==> config.mk <==
export PLATFORM = sky130hd
export DESIGN_NAME = tap_controller
export DESIGN_NICKNAME = d
export VERILOG_FILES = /design/src/hdl/scan_cells.v /design/src/hdl/tap_controller.v
export VERILOG_INCLUDE_DIRS = /design/src /design/src/hdl
export SDC_FILE = /design/constraint.sdc
export NUM_CORES = 1
export LEC_CHECK = 0
export BUFFER_PORTS_ARGS = -buffer_cell sky130_fd_sc_hd__buf_2
export CAP_MARGIN = 20
export CORE_MARGIN = 2
export CORE_UTILIZATION = 56
export DETAILED_ROUTE_END_ITERATION = 10
export PLACE_DENSITY = 0.84
export SLEW_MARGIN = 20
export SYNTH_ARGS = -nofsm -noshare
export SYNTH_HDL_FRONTEND = slang
export SYNTH_SLANG_ARGS = --single-unit
==> constraint.sdc <==
create_clock -name clk_sys_in -period 2.9 [get_ports clk_sys_in]
set_clock_uncertainty 0.2 [all_clocks]
set_input_delay 0.58 -clock clk_sys_in [delete_from_list [all_inputs] [get_ports clk_sys_in]]
set_output_delay 0.58 -clock clk_sys_in [all_outputs]
set_load 0.005 [all_outputs]
==> src/hdl/tap_map.vh <==
// Constants for the boundary-scan test access port.
`ifndef TAP_MAP_VH
`define TAP_MAP_VH
// ----------------------------------------------------------------
// Controller states
// ----------------------------------------------------------------
`define ST_RESET      4'h0
`define ST_IDLE       4'h1
`define ST_SEL_DR     4'h2
`define ST_CAP_DR     4'h3
`define ST_SHIFT_DR   4'h4
`define ST_EXIT1_DR   4'h5
`define ST_PAUSE_DR   4'h6
`define ST_EXIT2_DR   4'h7
`define ST_UPD_DR     4'h8
`define ST_SEL_IR     4'h9
`define ST_CAP_IR     4'hA
`define ST_SHIFT_IR   4'hB
`define ST_EXIT1_IR   4'hC
`define ST_PAUSE_IR   4'hD
`define ST_EXIT2_IR   4'hE
`define ST_UPD_IR     4'hF
// ----------------------------------------------------------------
// Instructions, two-bit instruction register
// ----------------------------------------------------------------
`define IR_WIDTH      2
`define IR_EXTEST     2'h0
`define IR_SAMPLE     2'h1
`define IR_USER       2'h2
`define IR_BYPASS     2'h3
`define IR_CAPTURE    2'h1
`define IR_RESET_VAL  2'h3
// ----------------------------------------------------------------
// Register widths
// ----------------------------------------------------------------
`define BSR_WIDTH     8
`define USER_WIDTH    8
`endif

==> src/hdl/scan_cells.v <==
// Parameterised shift stage with a latched parallel output.
`timescale 1ns/100ps
module scan_cells #(
   parameter WIDTH = 8,
   parameter [WIDTH-1:0] RESET_VAL = {WIDTH{1'b0}}
) (
   input wire clk_in,               // System clock.
   input wire nrst_in,              // Asynchronous reset, active low.
   input wire tlr_in,               // Synchronous return to reset value.
   input wire capture_in,           // Parallel load of the shift stage.
   input wire shift_in,             // Shift one place toward the serial output.
   input wire update_in,            // Copy shift stage to the latch.
   input wire sin_in,               // Serial data in.
   input wire [WIDTH-1:0] pin_in,   // Parallel capture value.
   output wire sout_out,            // Serial data out.
   output reg [WIDTH-1:0] latch_out // Latched parallel output.
);
   reg [WIDTH-1:0] shift_reg;
   wire [WIDTH:0] joined;

   assign joined = {sin_in, shift_reg};
   assign sout_out = shift_reg[0];

   always @(posedge clk_in or negedge nrst_in) begin
      if (!nrst_in) begin
         shift_reg <= {WIDTH{1'b0}};
         latch_out <= RESET_VAL;
      end else begin
         if (capture_in) begin
            shift_reg <= pin_in;
         end else if (shift_in) begin
            shift_reg <= joined[WIDTH:1];
         end
         // The latch moves only on update or test logic reset, so shifting never disturbs it.
         if (tlr_in) begin
            latch_out <= RESET_VAL;
         end else if (update_in) begin
            latch_out <= shift_reg;
         end
      end
   end
endmodule

==> src/hdl/tap_controller.v <==
// Boundary-scan test access port controller with its data registers.
// Summary of operation
// - Five rising TCK with TMS high always reach the reset state.
// - Reset state holds while TMS samples high.
// - In reset the test logic is off; functional pins pass through.
// - Idle holds while TMS samples low.
// - Select-DR with TMS low starts a data register scan.
// - Select-IR with TMS low starts an instruction register scan.
// - Capture-DR loads the selected data register in parallel.
// - Shift-DR moves the selected data register one place toward TDO.
// - Pause-DR holds the data register contents.
// - Exit2-DR goes back to Shift-DR or on to Update-DR.
// - Update-DR copies the shift stage into its parallel latch.
// - Data latches change only at update or in the reset state.
// - Capture-IR loads a fixed pattern into the instruction shift stage.
// - Shift-IR moves the instruction register one place toward TDO.
// - Pause-IR holds the instruction shift stage.
// - Exit2-IR goes back to Shift-IR or on to Update-IR.
// - Update-IR makes the shifted value the current instruction.
// - Instruction register of two cells chooses test and data register.
// - Bypass and boundary-scan registers exist, plus one user register.
// - Bypass is one cell passing TDI to TDO.
// - Test reset input initialises the controller asynchronously.
// - Transitions depend only on TMS sampled at TCK rising edges.
`timescale 1ns/100ps
`include "tap_map.vh"
module tap_controller #(
   parameter BSR_WIDTH = `BSR_WIDTH,
   parameter USER_WIDTH = `USER_WIDTH
) (
   input wire clk_sys_in,                    // System clock, 100 MHz.
   input wire nrst_in,                       // Asynchronous reset, active low.
   input wire ce_in,                         // Clock enable, freezes all state when low.
   input wire tck_in,                        // Test clock pin.
   input wire tms_in,                        // Test mode select pin.
   input wire tdi_in,                        // Test data in pin.
   input wire ntrst_in,                      // Test reset pin, active low.
   output reg tdo_out,                       // Test data out pin value.
   output reg tdo_oe_out,                    // Test data out enable, high while driving.
   input wire [BSR_WIDTH-1:0] core_pins_in,  // Functional values heading for the pins.
   input wire [BSR_WIDTH-1:0] pads_in,       // Values observed at the pins.
   output reg [BSR_WIDTH-1:0] pads_out,      // Values driven onto the pins.
   input wire [USER_WIDTH-1:0] user_obs_in,  // Status captured by the user register.
   output reg [USER_WIDTH-1:0] user_ctl_out, // Latched user register output.
   output reg [3:0] tap_state_out,           // Current controller state.
   output reg [`IR_WIDTH-1:0] instr_out      // Current instruction.
);
   // -------------------------------------------------------------
   // Pin synchronisers
   // -------------------------------------------------------------
   reg [1:0] tck_sync_reg;
   reg [1:0] tms_sync_reg;
   reg [1:0] tdi_sync_reg;
   reg [1:0] trst_sync_reg;
   reg tck_prev_reg;
   wire tck_rise;
   wire tck_fall;
   wire trst_active;

   // The test reset is asynchronous at the state register; the synchronised
   // copy only keeps it asserted cleanly for two clocks past release.
   always @(posedge clk_sys_in or negedge nrst_in) begin
      if (!nrst_in) begin
         tck_sync_reg <= 2'h0;
         tms_sync_reg <= 2'h3;
         tdi_sync_reg <= 2'h0;
         trst_sync_reg <= 2'h0;
         tck_prev_reg <= 1'b0;
      end else if (ce_in) begin
         tck_sync_reg <= {tck_sync_reg[0], tck_in};
         tms_sync_reg <= {tms_sync_reg[0], tms_in};
         tdi_sync_reg <= {tdi_sync_reg[0], tdi_in};
         trst_sync_reg <= {trst_sync_reg[0], ntrst_in};
         tck_prev_reg <= tck_sync_reg[1];
      end
   end

   // Pins are oversampled: an edge is seen three system clocks late, so each test
   // clock half period must last longer than that, which keeps the test clock
   // well below a sixth of the system clock.
   assign tck_rise = ce_in & tck_sync_reg[1] & ~tck_prev_reg;
   assign tck_fall = ce_in & ~tck_sync_reg[1] & tck_prev_reg;
   assign trst_active = ~trst_sync_reg[1];

   // -------------------------------------------------------------
   // State machine
   // -------------------------------------------------------------
   reg [3:0] state_reg;
   reg [3:0] state_next;
   wire tms;
   wire ctl_rst_n;

   assign tms = tms_sync_reg[1];
   assign ctl_rst_n = nrst_in & ntrst_in;

   always @* begin
      case (state_reg)
         `ST_RESET:    state_next = tms ? `ST_RESET : `ST_IDLE;
         `ST_IDLE:     state_next = tms ? `ST_SEL_DR : `ST_IDLE;
         `ST_SEL_DR:   state_next = tms ? `ST_SEL_IR : `ST_CAP_DR;
         `ST_CAP_DR:   state_next = tms ? `ST_EXIT1_DR : `ST_SHIFT_DR;
         `ST_SHIFT_DR: state_next = tms ? `ST_EXIT1_DR : `ST_SHIFT_DR;
         `ST_EXIT1_DR: state_next = tms ? `ST_UPD_DR : `ST_PAUSE_DR;
         `ST_PAUSE_DR: state_next = tms ? `ST_EXIT2_DR : `ST_PAUSE_DR;
         `ST_EXIT2_DR: state_next = tms ? `ST_UPD_DR : `ST_SHIFT_DR;
         `ST_UPD_DR:   state_next = tms ? `ST_SEL_DR : `ST_IDLE;
         `ST_SEL_IR:   state_next = tms ? `ST_RESET : `ST_CAP_IR;
         `ST_CAP_IR:   state_next = tms ? `ST_EXIT1_IR : `ST_SHIFT_IR;
         `ST_SHIFT_IR: state_next = tms ? `ST_EXIT1_IR : `ST_SHIFT_IR;
         `ST_EXIT1_IR: state_next = tms ? `ST_UPD_IR : `ST_PAUSE_IR;
         `ST_PAUSE_IR: state_next = tms ? `ST_EXIT2_IR : `ST_PAUSE_IR;
         `ST_EXIT2_IR: state_next = tms ? `ST_UPD_IR : `ST_SHIFT_IR;
         `ST_UPD_IR:   state_next = tms ? `ST_SEL_DR : `ST_IDLE;
         default:      state_next = `ST_RESET;
      endcase
   end

   // Every path with TMS high leads to reset within five steps.
   // The test reset clears the state at once; the synchronised copy then holds
   // reset for two more clocks, so its release never lands on a test clock edge
   // that was detected while the pin was still low.
   always @(posedge clk_sys_in or negedge ctl_rst_n) begin
      if (!ctl_rst_n) begin
         state_reg <= `ST_RESET;
      end else if (trst_active & ce_in) begin
         state_reg <= `ST_RESET;
      end else if (tck_rise) begin
         state_reg <= state_next;
      end
   end

   // -------------------------------------------------------------
   // State decodes, all but the reset decode acting on the rising test clock edge
   // -------------------------------------------------------------
   wire in_reset;
   wire cap_dr;
   wire sh_dr;
   wire upd_dr;
   wire cap_ir;
   wire sh_ir;
   wire upd_ir;

   assign in_reset = ce_in & (state_reg == `ST_RESET);
   assign cap_dr = tck_rise & (state_reg == `ST_CAP_DR);
   assign sh_dr = tck_rise & (state_reg == `ST_SHIFT_DR);
   assign upd_dr = tck_rise & (state_reg == `ST_UPD_DR);
   assign cap_ir = tck_rise & (state_reg == `ST_CAP_IR);
   assign sh_ir = tck_rise & (state_reg == `ST_SHIFT_IR);
   assign upd_ir = tck_rise & (state_reg == `ST_UPD_IR);

   // -------------------------------------------------------------
   // Instruction register
   // -------------------------------------------------------------
   wire [`IR_WIDTH-1:0] instr;
   wire ir_sout;
   reg sel_bsr;
   reg sel_user;
   reg sel_byp;
   reg drive_pads;

   scan_cells #(
      .WIDTH(`IR_WIDTH),
      .RESET_VAL(`IR_RESET_VAL)
   ) ir_cells (
      .clk_in(clk_sys_in),
      .nrst_in(ctl_rst_n),
      .tlr_in(in_reset),
      .capture_in(cap_ir),
      .shift_in(sh_ir),
      .update_in(upd_ir),
      .sin_in(tdi_sync_reg[1]),
      .pin_in(`IR_CAPTURE),
      .sout_out(ir_sout),
      .latch_out(instr)
   );

   // -------------------------------------------------------------
   // Instruction decode
   // -------------------------------------------------------------

   // The current instruction picks the data register between TDI and TDO.
   always @* begin
      sel_bsr = 1'b0;
      sel_user = 1'b0;
      sel_byp = 1'b0;
      drive_pads = 1'b0;
      case (instr)
         `IR_EXTEST: begin
            sel_bsr = 1'b1;
            drive_pads = 1'b1;
         end
         `IR_SAMPLE: begin
            sel_bsr = 1'b1;
         end
         `IR_USER: begin
            sel_user = 1'b1;
         end
         `IR_BYPASS: begin
            sel_byp = 1'b1;
         end
         default: begin
            // Unknown codes fall back to bypass so the chain length stays defined.
            sel_byp = 1'b1;
         end
      endcase
   end

   // -------------------------------------------------------------
   // Data registers
   // -------------------------------------------------------------
   wire [BSR_WIDTH-1:0] bsr_latch;
   wire [BSR_WIDTH-1:0] bsr_cap;
   wire bsr_sout;
   wire user_sout;
   wire [USER_WIDTH-1:0] user_latch;
   reg bypass_reg;

   // Input side is observed from the pads; EXTEST drives from the latch.
   assign bsr_cap = pads_in;

   scan_cells #(
      .WIDTH(BSR_WIDTH)
   ) bsr_cells (
      .clk_in(clk_sys_in),
      .nrst_in(ctl_rst_n),
      .tlr_in(in_reset),
      .capture_in(cap_dr & sel_bsr),
      .shift_in(sh_dr & sel_bsr),
      .update_in(upd_dr & sel_bsr),
      .sin_in(tdi_sync_reg[1]),
      .pin_in(bsr_cap),
      .sout_out(bsr_sout),
      .latch_out(bsr_latch)
   );

   scan_cells #(
      .WIDTH(USER_WIDTH)
   ) user_cells (
      .clk_in(clk_sys_in),
      .nrst_in(ctl_rst_n),
      .tlr_in(in_reset),
      .capture_in(cap_dr & sel_user),
      .shift_in(sh_dr & sel_user),
      .update_in(upd_dr & sel_user),
      .sin_in(tdi_sync_reg[1]),
      .pin_in(user_obs_in),
      .sout_out(user_sout),
      .latch_out(user_latch)
   );

   // Bypass captures zero as the standard prescribes for a one-cell stage.
   always @(posedge clk_sys_in or negedge ctl_rst_n) begin
      if (!ctl_rst_n) begin
         bypass_reg <= 1'b0;
      end else if (cap_dr & sel_byp) begin
         bypass_reg <= 1'b0;
      end else if (sh_dr & sel_byp) begin
         bypass_reg <= tdi_sync_reg[1];
      end
   end

   // -------------------------------------------------------------
   // Serial output and registered outputs
   // -------------------------------------------------------------
   reg dr_sout;

   always @* begin
      if (sel_bsr) begin
         dr_sout = bsr_sout;
      end else if (sel_user) begin
         dr_sout = user_sout;
      end else begin
         dr_sout = bypass_reg;
      end
   end

   reg tdo_next;
   reg tdo_oe_next;

   // A parked output reads low, so a stale bit is never mistaken for data.
   always @* begin
      tdo_oe_next = 1'b0;
      tdo_next = 1'b0;
      case (state_reg)
         `ST_SHIFT_IR: begin
            tdo_oe_next = 1'b1;
            tdo_next = ir_sout;
         end
         `ST_SHIFT_DR: begin
            tdo_oe_next = 1'b1;
            tdo_next = dr_sout;
         end
         default: begin
            tdo_oe_next = 1'b0;
            tdo_next = 1'b0;
         end
      endcase
   end

   // TDO updates on the falling edge so the host sees it stable at its rising sample.
   always @(posedge clk_sys_in or negedge ctl_rst_n) begin
      if (!ctl_rst_n) begin
         tdo_out <= 1'b0;
         tdo_oe_out <= 1'b0;
      end else if (tck_fall) begin
         tdo_oe_out <= tdo_oe_next;
         tdo_out <= tdo_next;
      end
   end

   // -------------------------------------------------------------
   // Pad and status outputs
   // -------------------------------------------------------------
   reg [BSR_WIDTH-1:0] pads_next;

   // Only EXTEST takes the pins; otherwise the core drives them.
   always @* begin
      if (drive_pads) begin
         pads_next = bsr_latch;
      end else begin
         pads_next = core_pins_in;
      end
   end

   always @(posedge clk_sys_in or negedge nrst_in) begin
      if (!nrst_in) begin
         pads_out <= {BSR_WIDTH{1'b0}};
         user_ctl_out <= {USER_WIDTH{1'b0}};
         tap_state_out <= `ST_RESET;
         instr_out <= `IR_RESET_VAL;
      end else if (ce_in) begin
         pads_out <= pads_next;
         user_ctl_out <= user_latch;
         tap_state_out <= state_reg;
         instr_out <= instr;
      end
   end
endmodule

==> flow_metrics.tcl <==
set metrics [dict create \
    final_cells 443 \
    powerDensity_nw_per_um2 528 \
    yosysSeqAreaShare_pct 54.2 \
    cp-end-kind "flip-flop" \
    fmax_ghz 0.414 \
    synth_warnings 0 \
    core_um2 5920 \
    fp.dieH_um 82.2 \
    yosysTopAreaCell "dfrtp_1" \
    syn_avg_cell_area_um2 11.0 \
    cap_violations 0 \
    path_class "reg2reg" \
    cp.arrival_ns 2.47 \
    dieArea_um2 6760 \
    synth_ff_type "dfrtp_1" \
    finalSetupViolCount 0 \
    period_share_pct 83.2 \
    htreeDepth 3 \
    clockRootBuffer "clkbuf_8" \
    async_flop_share_pct 100 \
    start_util_pct 57.9 \
    hp-class "in2async" \
    vias 2552 \
    clk_pin_slew_worst_paths_ns 0.08 \
    startpoint_type "flip-flop" \
    drtAntennaViolNets 0 \
    diodes 0 \
    yosysMostFrequentCell "dfrtp_1" \
    grt_pass1_wl_um 11300 \
    drv_slew 0 \
    layout-drive-gt1-share_pct 32.6 \
    ioPinCount 55 \
    min_period_ns 2.41 \
    cts.sinks 74 \
    postCtsSetupBuffers 0 \
    drt_iter0_drc 259 \
    synth_top_cells_by_count "dfrtp_1 (68), nor2_1 (34), mux2i_1 (29), mux2_2 (23), a21oi_1 (20)" \
    die_x_um 82.2 \
    yosysTopAreaCellShare_pct 49.6 \
    tns_ns 0 \
    firstDrtPassIters 4 \
    drc 0 \
    synth_cell_types 47 \
    fin_nets 394 \
    p_total_w 0.00209 \
    ys_seq_elements 74 \
    dpl.hpwl_um 4950 \
    synth_nets 342 \
    synth_area_leaders "dfrtp_1 (50%), mux2i_1 (8.5%), mux2_2 (7.6%), dfstp_2 (4.6%), nor2_1 (3.7%)" \
    peakVddDrop_uv 294 \
    worst_pin_slew_ns 0.734 \
    cts_tree "built" \
    cts_max_path_buffers 2 \
    rows 28 \
    grt_remaining_overflow 0 \
    cts_buffers 9 \
    cp_max_fo 22 \
    portBuffers 54 \
    rsz0062_at_grt "false" \
    grt_antenna_before_repair 0 \
    routed_wl_um 7160 \
    wl_per_cell_um 16.2 \
    synth_edf_count 0 \
    max_slew_margin_pct 50.4 \
    holdWs_ns 0.0697 \
    crit_required_ns 2.96 \
    grt_pass1_vias 2439 \
    vias_per_cell 5.76 \
    status "finished clean" \
    holdBufCountCts 0 \
    grt.total_usage_pct 22.3 \
    grt_max_degree 44 \
    insertion_delay_ns 0.34 \
    hold_violations 0 \
    syn_inst 311 \
    gp_congestion 0.868 \
    finalCoreUtilization_pct 66.9 \
    synth_area_um2 3430 \
    dp.cells 427 \
    ctsResizeCount 0 \
    area_delta_synth_final_pct 15.5 \
    power_leakage_nw 1.87 \
]
[worst max-delay path, stage by stage, from the launching register on]
cell and delay, ns:
dfrtp_1 0.60, or4b_1 0.75, a21boi_1 0.56, nor2_1 0.09
a21oi_1 0.14
[stage by stage]
stage	instance area, um^2	setup WS, ns
final	3960	0.487
after global routing	3960	0.259
after CTS	3960	0.492
after detailed placement	3770	0.510
after global placement	3770	0.519
after floorplan	3430	0.770
[power breakdown]
part           internal, W  switching, W
clock network     0.000401      0.000388
registers          0.00108     0.0000425
logic            0.0000854     0.0000996
total              0.00156      0.000530
[cell type report]
| type | count | area [um^2] |
|---|---|---|
| Timing Repair Buffer | 64 | 345 |
| Tap cell | 75 | 93.8 |
| Sequential cell | 74 | 1860 |
| Clock buffer | 10 | 128 |
| Fill cell | 441 | 1960 |
| Multi-Input combinational cell | 212 | 1460 |
| Clock inverter | 6 | 65.1 |
| Inverter | 2 | 7.51 |
[placed cells by master (no fill, tap or decap), types with 2 or more instances in the layout]
cell and count:
mux2_2 23, inv_1 2, nor2b_1 6, and3b_1 2, inv_6 2, buf_4 10, buf_2 54, clkbuf_8 9
nor4bb_1 2, nand3_1 4, a21oi_1 20, dfrtp_1 68, and3_1 2, o21ai_0 13, a211o_1 3, dfstp_2 6
mux2i_1 29, a31oi_1 4, o21a_1 2, nor2_1 34, and2_1 3, nand2_1 16, a22o_1 2, o21ai_1 2
o22ai_1 15, nor3_1 2, clkinv_2 2, nor2_2 8
[final timing paths]
| kind | from | endpoint | slack (ns) | depth (start not counted) |
|---|---|---|---|---|
| min reg2reg | ir_cells.shift_reg[1] | ir_cells.latch_out[1] | 0.30 | 1 |
| min | nrst_in | user_ctl_out[6] | 0.07 | 2 |
| max reg2reg | state_reg[3] | bsr_cells.shift_reg[5] | 0.49 | 4 |
| min in group clk_sys_in | tdi_in | tdi_sync_reg[0] | 0.27 | 2 |
| max | state_reg[3] | bsr_cells.shift_reg[5] | 0.49 | 4 |
| max in group asynchronous | ntrst_in | tdo_oe_out | 1.69 | 3 |
[kinds of logic after synthesis]
logic type / count (synthesis) / share of synthesized area, %
buf+inv: 25 / 3.21
simple gates: 91 / 14.3
mux: 52 / 16.0
xor+xnor: 1 / 0.256
compound gates: 68 / 12.0
flops: 74 / 54.2
[layer usage]
layer | part of all wire, % | up-vias | GRT usage, % | wire [um]
met4 | 1.1 | 0 | 7.00 | 80
met2 | 48 | 79 | 36.0 | 3450
li1 | - | 1213 | - | -
met5 | 0 | - | 0 | 0
met1 | 45 | 1250 | 30.2 | 3230
met3 | 5.6 | 10 | 4.89 | 399
Note: power is estimated with default switching activity, not from simulation.
